==> config.mk <==
export PLATFORM = sky130hd
export DESIGN_NAME = fpa_accel
export DESIGN_NICKNAME = d
export VERILOG_FILES = /design/src/shared/fpa_pkg.sv /design/src/hdl/fpa_bank_line.sv /design/src/hdl/fpa_accel.sv
export SDC_FILE = /design/constraint.sdc
export NUM_CORES = 2
export LEC_CHECK = 0
export BUFFER_PORTS_ARGS = -buffer_cell sky130_fd_sc_hd__buf_4
export CORE_MARGIN = 2
export CORE_UTILIZATION = 45
export DETAILED_ROUTE_END_ITERATION = 12
export PLACE_DENSITY = 0.68
export REMOVE_ABC_BUFFERS = 1
export SYNTH_ARGS = -nofsm -noshare
export SYNTH_HDL_FRONTEND = slang
export SYNTH_SLANG_ARGS = --single-unit
==> constraint.sdc <==
create_clock -name ref_clk_i -period 37.7 [get_ports ref_clk_i]
set_input_delay 7.54 -clock ref_clk_i [delete_from_list [all_inputs] [get_ports ref_clk_i]]
set_output_delay 7.54 -clock ref_clk_i [all_outputs]
set_load 0.02 [all_outputs]
==> src/shared/fpa_pkg.sv <==
// Package: shared constants, types and helpers of the flash prefetch accelerator
`default_nettype none
package fpa_pkg;
    localparam int LINE_W = 128;
    localparam int WORD_W = 32;
    localparam int IDX_W = 12;
    localparam int DIDX_W = 13;
    localparam int ADDR_W = 17;
    localparam int WSEL_LSB = 2;
    localparam int LINE_LSB = 4;
    localparam int CYC_W = 3;
    localparam logic [1:0] MODE_OFF = 2'h0;
    localparam logic [1:0] MODE_PART = 2'h1;
    localparam logic [1:0] MODE_FULL = 2'h2;
    localparam logic [1:0] MODE_RSVD = 2'h3;
    localparam logic [1:0] MODE_RESET = MODE_OFF;
    localparam logic [CYC_W-1:0] CYC_RESET = 3'h7;
    localparam logic [CYC_W-1:0] CYC_NONE = 3'h0;
    localparam logic [1:0] LAST_WORD = 2'h3;

    typedef enum logic [2:0] {
        DST_PF = 3'h1,
        DST_BT = 3'h2,
        DST_DATA = 3'h4
    } fpa_dst_t;

    typedef enum logic [2:0] {
        ST_IDLE = 3'h1,
        ST_WAIT = 3'h2,
        ST_HOLD = 3'h4
    } fpa_state_t;

    typedef struct packed {
        logic instr;
        logic seq;
        logic [ADDR_W-1:0] addr;
    } fpa_req_t;

    typedef struct packed {
        logic valid;
        logic [IDX_W-1:0] idx;
        logic [LINE_W-1:0] line;
    } fpa_line_t;

    typedef struct packed {
        fpa_line_t pf;
        fpa_line_t bt;
        logic busy;
        fpa_dst_t dst;
        logic [IDX_W-1:0] idx;
    } fpa_bank_st_t;

    function automatic logic [WORD_W-1:0] fpa_word(input logic [LINE_W-1:0] l,
                                                   input logic [1:0] w);
        return l[w*WORD_W +: WORD_W];
    endfunction

    function automatic logic fpa_hit(input fpa_line_t l, input logic [IDX_W-1:0] i);
        return l.valid && (l.idx == i);
    endfunction

    function automatic logic [IDX_W-1:0] fpa_inc(input logic [IDX_W-1:0] i);
        return IDX_W'(i + 1);
    endfunction
endpackage
`default_nettype wire

==> src/hdl/fpa_bank_line.sv <==
// Module: one flash bank access timer with its prefetch and branch-trail lines
`timescale 1ns/10ps
`default_nettype none
module fpa_bank_line (
    input wire logic clk_i,
    input wire logic rst_n_i,
    input wire logic inval_i,
    input wire logic start_i,
    input wire fpa_pkg::fpa_dst_t dst_i,
    input wire logic [fpa_pkg::IDX_W-1:0] idx_i,
    input wire logic [fpa_pkg::CYC_W-1:0] cycles_i,
    input wire logic [fpa_pkg::LINE_W-1:0] rdata_i,
    output logic fin_o,
    output fpa_pkg::fpa_bank_st_t st_o,
    output logic flash_rd_o
);
    import fpa_pkg::*;

    typedef struct packed {
        fpa_bank_st_t st;
        logic rd;
        logic [CYC_W-1:0] cnt;
        logic [CYC_W-1:0] len;
        logic [CYC_W-1:0] ran;
    } fpa_bank_t;

    fpa_bank_t s_ff;
    fpa_bank_t nxt_s;

    ////////////////////////////////////////////////////////////////////////////
    always_comb begin
        nxt_s = s_ff;
        fin_o = s_ff.st.busy && (s_ff.cnt == CYC_NONE) && !inval_i;
        if (inval_i) begin
            nxt_s.st.pf.valid = 1'b0;
            nxt_s.st.bt.valid = 1'b0;
            nxt_s.st.busy = 1'b0;
            nxt_s.rd = 1'b0;
        end else if (fin_o) begin
            nxt_s.st.busy = 1'b0;
            nxt_s.rd = 1'b0;
            if (s_ff.st.dst == DST_PF) begin
                nxt_s.st.pf = '{valid: 1'b1, idx: s_ff.st.idx, line: rdata_i};
            end else if (s_ff.st.dst == DST_BT) begin
                nxt_s.st.bt = '{valid: 1'b1, idx: s_ff.st.idx, line: rdata_i};
            end
        end else if (s_ff.st.busy) begin
            nxt_s.cnt = s_ff.cnt - 3'h1;
            nxt_s.ran = s_ff.ran + 3'h1;
        end else if (start_i) begin
            nxt_s.st.busy = 1'b1;
            nxt_s.st.dst = dst_i;
            nxt_s.st.idx = idx_i;
            nxt_s.rd = 1'b1;
            nxt_s.cnt = cycles_i - 3'h1;
            nxt_s.len = cycles_i;
            nxt_s.ran = CYC_NONE;
        end
    end

    always_ff @(posedge clk_i or negedge rst_n_i) begin
        if (!rst_n_i) begin
            s_ff <= '{st: '{dst: DST_BT, default: '0}, default: '0};
        end else begin
            s_ff <= nxt_s;
        end
    end

    assign st_o = s_ff.st;
    assign flash_rd_o = s_ff.rd;
endmodule
`default_nettype wire

==> src/hdl/fpa_accel.sv <==
// Module: flash prefetch accelerator between core fetch port and two flash banks
//
// Notes on behaviour
// - Two flash banks, each read independently and in parallel.
// - Each bank has its own prefetch line and branch-trail line.
// - Instruction miss with no prefetch under way loads branch-trail lines.
// - A finished speculative prefetch captures one 128-bit line into the bank.
// - A line holds four 32-bit words, selected by address bits 3:2.
// - After the last word of a line, its bank prefetches its next line.
// - Backward branch hitting a branch-trail line needs no flash read.
// - Forward branch hitting a prefetch line is served without delay.
// - Branch missing all lines costs one flash access loading branch-trail lines.
// - One shared 128-bit data line with 13-bit line address.
// - Data miss fetches a four-word line into the data line.
// - Data accesses never start a prefetch.
// - Each instruction line keeps a 12-bit compare address.
// - Per-bank flash address latch; bank 0 has the incrementer.
// - Flash access while flash busy stalls core by dropping clock gate.
// - Start of program or erase invalidates all holding lines.
// - After invalidation the next read fetches anew once flash is free.
// - Program and erase are outside; busy arrives as one level.
// - Mode 00 off, 01 partial, 10 full, 11 ignored; reset off.
// - Any mode change invalidates all holding lines.
// - Flash access lasts 1 to 7 clocks; reset selects 7.
// - Partial mode serves only sequential instruction hits from lines.
`timescale 1ns/10ps
`default_nettype none
module fpa_accel (
    input wire logic ref_clk_i,
    input wire logic reset_n_i,
    input wire logic [1:0] accel_mode_select_i,
    input wire logic [fpa_pkg::CYC_W-1:0] flash_fetch_cycles_i,
    input wire logic flash_busy_i,
    input wire logic req_valid_i,
    input wire fpa_pkg::fpa_req_t req_i,
    input wire logic [1:0][fpa_pkg::LINE_W-1:0] bank_rdata_i,
    output logic resp_valid_o,
    output logic [fpa_pkg::WORD_W-1:0] rdata_o,
    output logic core_clock_gate_o,
    output logic [1:0] bank_rd_o,
    output logic [1:0][fpa_pkg::IDX_W-1:0] bank_idx_o
);
    import fpa_pkg::*;

    typedef struct packed {
        fpa_state_t state;
        fpa_req_t req;
        logic wbank;
        logic [1:0] mode;
        logic [CYC_W-1:0] cyc;
        logic busy_q;
        logic dvalid;
        logic [DIDX_W-1:0] didx;
        logic [LINE_W-1:0] dline;
        logic resp;
        logic [WORD_W-1:0] rdata;
        logic gate;
    } fpa_top_t;

    fpa_top_t s_ff;
    fpa_top_t nxt_s;
    logic [1:0] rs_ff;
    logic rst_n;
    fpa_bank_st_t [1:0] bst;
    logic [1:0] fin;
    logic [1:0] start;
    fpa_dst_t sdst [2];
    logic [1:0][IDX_W-1:0] sidx;
    logic inval;
    logic act;
    fpa_req_t cur;
    logic [DIDX_W-1:0] lidx;
    logic b;
    logic [IDX_W-1:0] bidx;
    logic [1:0] wsel;
    logic use_lat;
    logic pf_hit;
    logic bt_hit;
    logic d_hit;
    logic pend;
    logic [WORD_W-1:0] hit_word;

    ////////////////////////////////////////////////////////////////////////////
    // Reset release
    always_ff @(posedge ref_clk_i or negedge reset_n_i) begin
        if (!reset_n_i) begin
            rs_ff <= 2'h0;
        end else begin
            rs_ff <= {rs_ff[0], 1'b1};
        end
    end
    assign rst_n = rs_ff[1];

    ////////////////////////////////////////////////////////////////////////////
    // Banks
    for (genvar k = 0; k < 2; k++) begin : g_bank
        fpa_bank_line u_bank (
            .clk_i(ref_clk_i),
            .rst_n_i(rst_n),
            .inval_i(inval),
            .start_i(start[k]),
            .dst_i(sdst[k]),
            .idx_i(sidx[k]),
            .cycles_i(s_ff.cyc),
            .rdata_i(bank_rdata_i[k]),
            .fin_o(fin[k]),
            .st_o(bst[k]),
            .flash_rd_o(bank_rd_o[k])
        );
        assign bank_idx_o[k] = bst[k].idx;
    end

    ////////////////////////////////////////////////////////////////////////////
    // Lookup and control
    always_comb begin
        nxt_s = s_ff;
        nxt_s.resp = 1'b0;
        start = 2'h0;
        sdst[0] = DST_BT;
        sdst[1] = DST_BT;
        sidx = '0;
        if (accel_mode_select_i != MODE_RSVD) begin
            nxt_s.mode = accel_mode_select_i;
        end
        if (flash_fetch_cycles_i != CYC_NONE) begin
            nxt_s.cyc = flash_fetch_cycles_i;
        end
        nxt_s.busy_q = flash_busy_i;
        inval = (nxt_s.mode != s_ff.mode) || (flash_busy_i && !s_ff.busy_q);
        if (inval) begin
            nxt_s.dvalid = 1'b0;
        end
        cur = (s_ff.state == ST_IDLE) ? req_i : s_ff.req;
        act = (s_ff.state == ST_HOLD) || ((s_ff.state == ST_IDLE) && req_valid_i);
        lidx = cur.addr[ADDR_W-1:LINE_LSB];
        b = lidx[0];
        bidx = lidx[DIDX_W-1:1];
        wsel = cur.addr[LINE_LSB-1:WSEL_LSB];
        use_lat = cur.instr ? ((s_ff.mode == MODE_FULL) ||
                               ((s_ff.mode == MODE_PART) && cur.seq))
                            : (s_ff.mode == MODE_FULL);
        pf_hit = cur.instr && use_lat && fpa_hit(bst[b].pf, bidx);
        bt_hit = cur.instr && use_lat && fpa_hit(bst[b].bt, bidx);
        d_hit = !cur.instr && use_lat && s_ff.dvalid && (s_ff.didx == lidx);
        pend = cur.instr && use_lat && bst[b].busy &&
               (bst[b].dst == DST_PF) && (bst[b].idx == bidx);
        hit_word = fpa_word(d_hit ? s_ff.dline : (pf_hit ? bst[b].pf.line : bst[b].bt.line),
                            wsel);
        case (s_ff.state)
            ST_IDLE, ST_HOLD: begin
                nxt_s.gate = 1'b1;
                if (act) begin
                    nxt_s.req = cur;
                    nxt_s.gate = 1'b0;
                    nxt_s.wbank = b;
                    if (flash_busy_i || inval) begin
                        nxt_s.state = ST_HOLD;
                    end else if (pf_hit || bt_hit || d_hit) begin
                        nxt_s.state = ST_IDLE;
                        nxt_s.gate = 1'b1;
                        nxt_s.resp = 1'b1;
                        nxt_s.rdata = hit_word;
                        if (cur.instr && (wsel == LAST_WORD) && !bst[b].busy) begin
                            start[b] = 1'b1;
                            sdst[b] = DST_PF;
                            sidx[b] = fpa_inc(bidx);
                        end
                    end else if (pend && fin[b]) begin
                        nxt_s.state = ST_HOLD;
                    end else if (pend) begin
                        nxt_s.state = ST_WAIT;
                    end else if (!bst[0].busy && !bst[1].busy) begin
                        nxt_s.state = ST_WAIT;
                        start[b] = 1'b1;
                        sidx[b] = bidx;
                        if (!cur.instr) begin
                            sdst[b] = DST_DATA;
                        end else begin
                            start[!b] = 1'b1;
                            sidx[!b] = b ? fpa_inc(bidx) : bidx;
                        end
                    end else begin
                        nxt_s.state = ST_HOLD;
                    end
                end
            end
            ST_WAIT: begin
                if (inval) begin
                    nxt_s.state = ST_HOLD;
                end else if (fin[s_ff.wbank]) begin
                    nxt_s.state = ST_IDLE;
                    nxt_s.gate = 1'b1;
                    nxt_s.resp = 1'b1;
                    nxt_s.rdata = fpa_word(bank_rdata_i[s_ff.wbank], wsel);
                    if (!s_ff.req.instr) begin
                        nxt_s.dvalid = 1'b1;
                        nxt_s.didx = lidx;
                        nxt_s.dline = bank_rdata_i[s_ff.wbank];
                    end
                end
            end
            default: begin
                nxt_s.state = ST_IDLE;
            end
        endcase
    end

    always_ff @(posedge ref_clk_i or negedge rst_n) begin
        if (!rst_n) begin
            s_ff <= '{state: ST_IDLE, mode: MODE_RESET, cyc: CYC_RESET, gate: 1'b1,
                      default: '0};
        end else begin
            s_ff <= nxt_s;
        end
    end

    assign resp_valid_o = s_ff.resp;
    assign rdata_o = s_ff.rdata;
    assign core_clock_gate_o = s_ff.gate;
endmodule
`default_nettype wire

==> results.toml <==
[outcome]
status = "finished clean"

[power]
clockPowerShare_pct = 32.0
intPower_mw = 1.78
p_leak_nw = 22.4
switching_share_pct = 36.7
pwr-share-comb_pct = 34.2
peakVddDrop_mv = 0.0515
p_sw_mw = 1.03
power_density_nw_per_um2 = 58.2
seqPwrFrac_pct = 33.8
p_total_mw = 2.81

[cts]
cts_resized = 0
cts_setup_buffers = 0
cts_tree = "done"
numCtsBuffers = 91
clk_latency_ns = 0.67
clockRootBuffer = "clkbuf_16"
cts_num_sinks = 808
htreeDepth = 3
cts_buffer_depth = 3
cts-hold-fix-buffers = 0
cts.reportedPaths.clkPinSlew_ns = 0.06

[placed_design]
dp_cells = 4902
dp_hpwl_mm = 74.8
port_buffers = 341
place_congestion = 0.899

[min_path]
hold_path.class = "reg2async"

[sta]
skew_ns = 0.0242
min_period_ns = 12.53
rsz0062_at_grt = "no"
max_clock_freq_ghz = 0.0798
period_share_pct = 33.2
hold_viol = 0
worst_pin_slew_ns = 1.13
maxSlewHeadroom_pct = 24.7
setup_viol = 0
fin_setup_tns_ns = 0
finalMaxSlewViolations = 0

[worst_setup_path]
crit_path_end_kind = "flop"
crit_chain = "buf_4, nor4bb_1, a21o_4, inv_4, nand2_1, o2111ai_1, or3_1, or4_1, a31oi_4, buf_4, buf_4, and2_1, mux2i_1, a22oi_1"
required_ns = 38.21
startpoint_type = "input port"
critPathBufInv = 4
cp_data_arrival_time_ns = 13.05
cpLargestDelayFamily = "simple AND/OR/NAND/NOR gates"
crit_slowest_cell = "buf_4"
max_stage_delay_ns = 0.65
cp_max_fo = 47
critPathMostFrequentCell = "buf_4"
path_class = "in2reg"

[synth]
synth.most_common_cell = "dfrtp_1"
synth_area_leaders = "dfrtp_1 48%, mux2_2 15%, mux4_2 8.5%"
synth_warnings = 0
synth_cells = 3561
synth_flop_cell = "dfrtp_1"
synth_top_area_share_pct = 47.7
netlist_area_um2 = 42000
ys_seq_elements = 808
ys_seq_area_share_pct = 48.2
ys_types = 91
synth_largest_area_cell = "dfrtp_1"
async_flop_share_pct = 100
synth_common_cells = "801 x dfrtp_1, 563 x mux2_2, 450 x nand2_1"
synth_edf_count = 0
syn_area_per_cell_um2 = 11.8

[grt]
grt_max_degree = 181
track_usage_pct = 25.8
grt_antenna_before_repair = 13
grt-ovfl-total = 0
grt_pass1_vias = 30700
grt_pass1_wl_mm = 190

[detailed_routing]
wl_mm = 123
avgViaCountPerCell = 5.93
firstDrtPassIters = 6
drc = 0
ant_nets = 0
wl_met3_mm = 8.79
met2WireLength_mm = 58.1
num_vias = 30100
top_layer = "met5"
wl_per_cell_um = 24.2
drt_iter0_markers = 2872
met1_length_mm = 52.9

[layout]
fillers = 8112
layout.nets = 4035
synthToLayoutAreaGrowth_pct = 14.9
drive_gt1_share_pct = 35.7
instances_no_fill = 5079

[floorplan]
core_area_um2 = 92900
fp-row-count = 112
die_area_um2 = 95800
initial_utilization_pct = 45.2
ioPinCount = 344
die_h_um = 309
die_x_um = 309

[job]
max-cap-violations = 0
==> logic make-up (layout without fill, tap and decap cells) <==
logic type / Yosys count / in the layout / share of synthesized area (%)
AO/OA/AOI/OAI: 560 / 560 / 8.97
XOR/XNOR: 43 / 43 / 0.897
adder cells (fa/ha/maj): 10 / 10 / 0.298
buffers and inverters: 346 / 603 / 3.94
flip-flops: 808 / 808 / 48.2
multiplexers: 932 / 932 / 28.7
other: 1 / 8 / 0.00893
AND/OR/NAND/NOR: 861 / 861 / 9.00
==> power by group through the flow <==
| stage | logic, mW | registers (mW) | clock network [mW] |
|---|---|---|---|
| global placement | 0.948 | 0.964 | 0 |
| floorplan | 0.666 | 1.00 | 0 |
| detailed placement | 0.955 | 0.965 | 0 |
| finish | 0.961 | 0.950 | 0.900 |
| CTS | 0.960 | 0.949 | 0.914 |
| global route | 1.03 | 0.954 | 0.949 |
==> flip-flops by register name, indices dropped and copies added (netlist names) <==
signal and flops:
g_bank.u_bank.s_ff 6, core_clock_gate_o 1, rs_ff 2, g_bank.u_bank.st_o 596, rdata_o 32, resp_valid_o 1
s_ff 168, g_bank.u_bank.flash_rd_o 2
==> final timing paths <==
path	end	slack [ns]	startpoint	cells after the start
setup reg to reg	g_bank[1].u_bank.st_o[4]$_DFFE_PN0P_	31.91	s_ff[187]$_DFFE_PN0P_	12
max in group asynchronous	rs_ff[1]$_DFF_PN0_	30.95	reset_n_i	1
setup / recovery	g_bank[1].u_bank.st_o[4]$_DFFE_PN0P_	25.17	req_i[4]	14
min in group ref_clk_i	rs_ff[1]$_DFF_PN0_	0.36	rs_ff[0]$_DFF_PN0_	0
hold / removal	s_ff[34]$_DFFE_PN0P_	0.34	rs_ff[1]$_DFF_PN0_	0
hold reg to reg	s_ff[34]$_DFFE_PN0P_	0.34	rs_ff[1]$_DFF_PN0_	0
==> layer usage <==
layer	track usage (%)	vias to the layer above
li1	-	13300
met5	0	-
met3	4.37	210
met1	36.2	15600
met4	7.94	16
met2	41.1	1060
==> final cells by class <==
class / count / area (µm²) / share of cell area, %
clock inverter: 36 / 350 / 0.726
inverter: 28 / 108 / 0.223
timing repair buffer: 405 / 3090 / 6.40
tap: 1254 / 1570 / 3.25
clock buffer: 134 / 2660 / 5.51
multi-input combinational: 2407 / 20200 / 41.9
antenna: 7 / 17.5 / 0.0363
sequential: 808 / 20200 / 41.9
==> worst reg2reg max path: cells and delay by family, from the launching register on <==
family          cells  cell delay [ns]
mux                 1             0.25
flops               1             0.82
buf+inv             3             1.64
simple gates        4             1.81
compound gates      4             1.11
==> cells in the final DEF, fill, tap and decap left out, types with 11 or more instances in the layout <==
cell type  instances
o21bai_1          23
a311oi_1          35
nand2b_1          14
nor3_1            11
a31oi_1           19
mux4_2           158
o21ai_0           36
nand3_1           36
nor2b_1           19
a221oi_1          13
a21oi_1          263
nand2_1          447
buf_4            401
and3_1            69
o21ai_1           18
inv_1             26
dfrtp_1          799
clkbuf_8          18
clkbuf_16         93
mux2i_1          202
mux2_2           563
a22oi_1           13
clkinv_2          20
clkbuf_1          23
xnor2_1           33
a311oi_2          18
nor2_1           190
o211ai_1          13
==> through the flow <==
stage | util, % | worst slack, ns | instance area [µm²] | hold WS [ns]
after CTS | 51.9 | 25.28 | 48200 | 0.360
final | 51.9 | 25.17 | 48300 | 0.341
after detailed placement | 48.7 | 24.62 | 45200 | 0.353
after global placement | 48.7 | 24.65 | 45200 | 0.340
after floorplan | - | 13.52 | 40400 | 0.331
after global routing | 51.9 | 24.95 | 48200 | 0.369
Power figures use the tool's default switching activity.
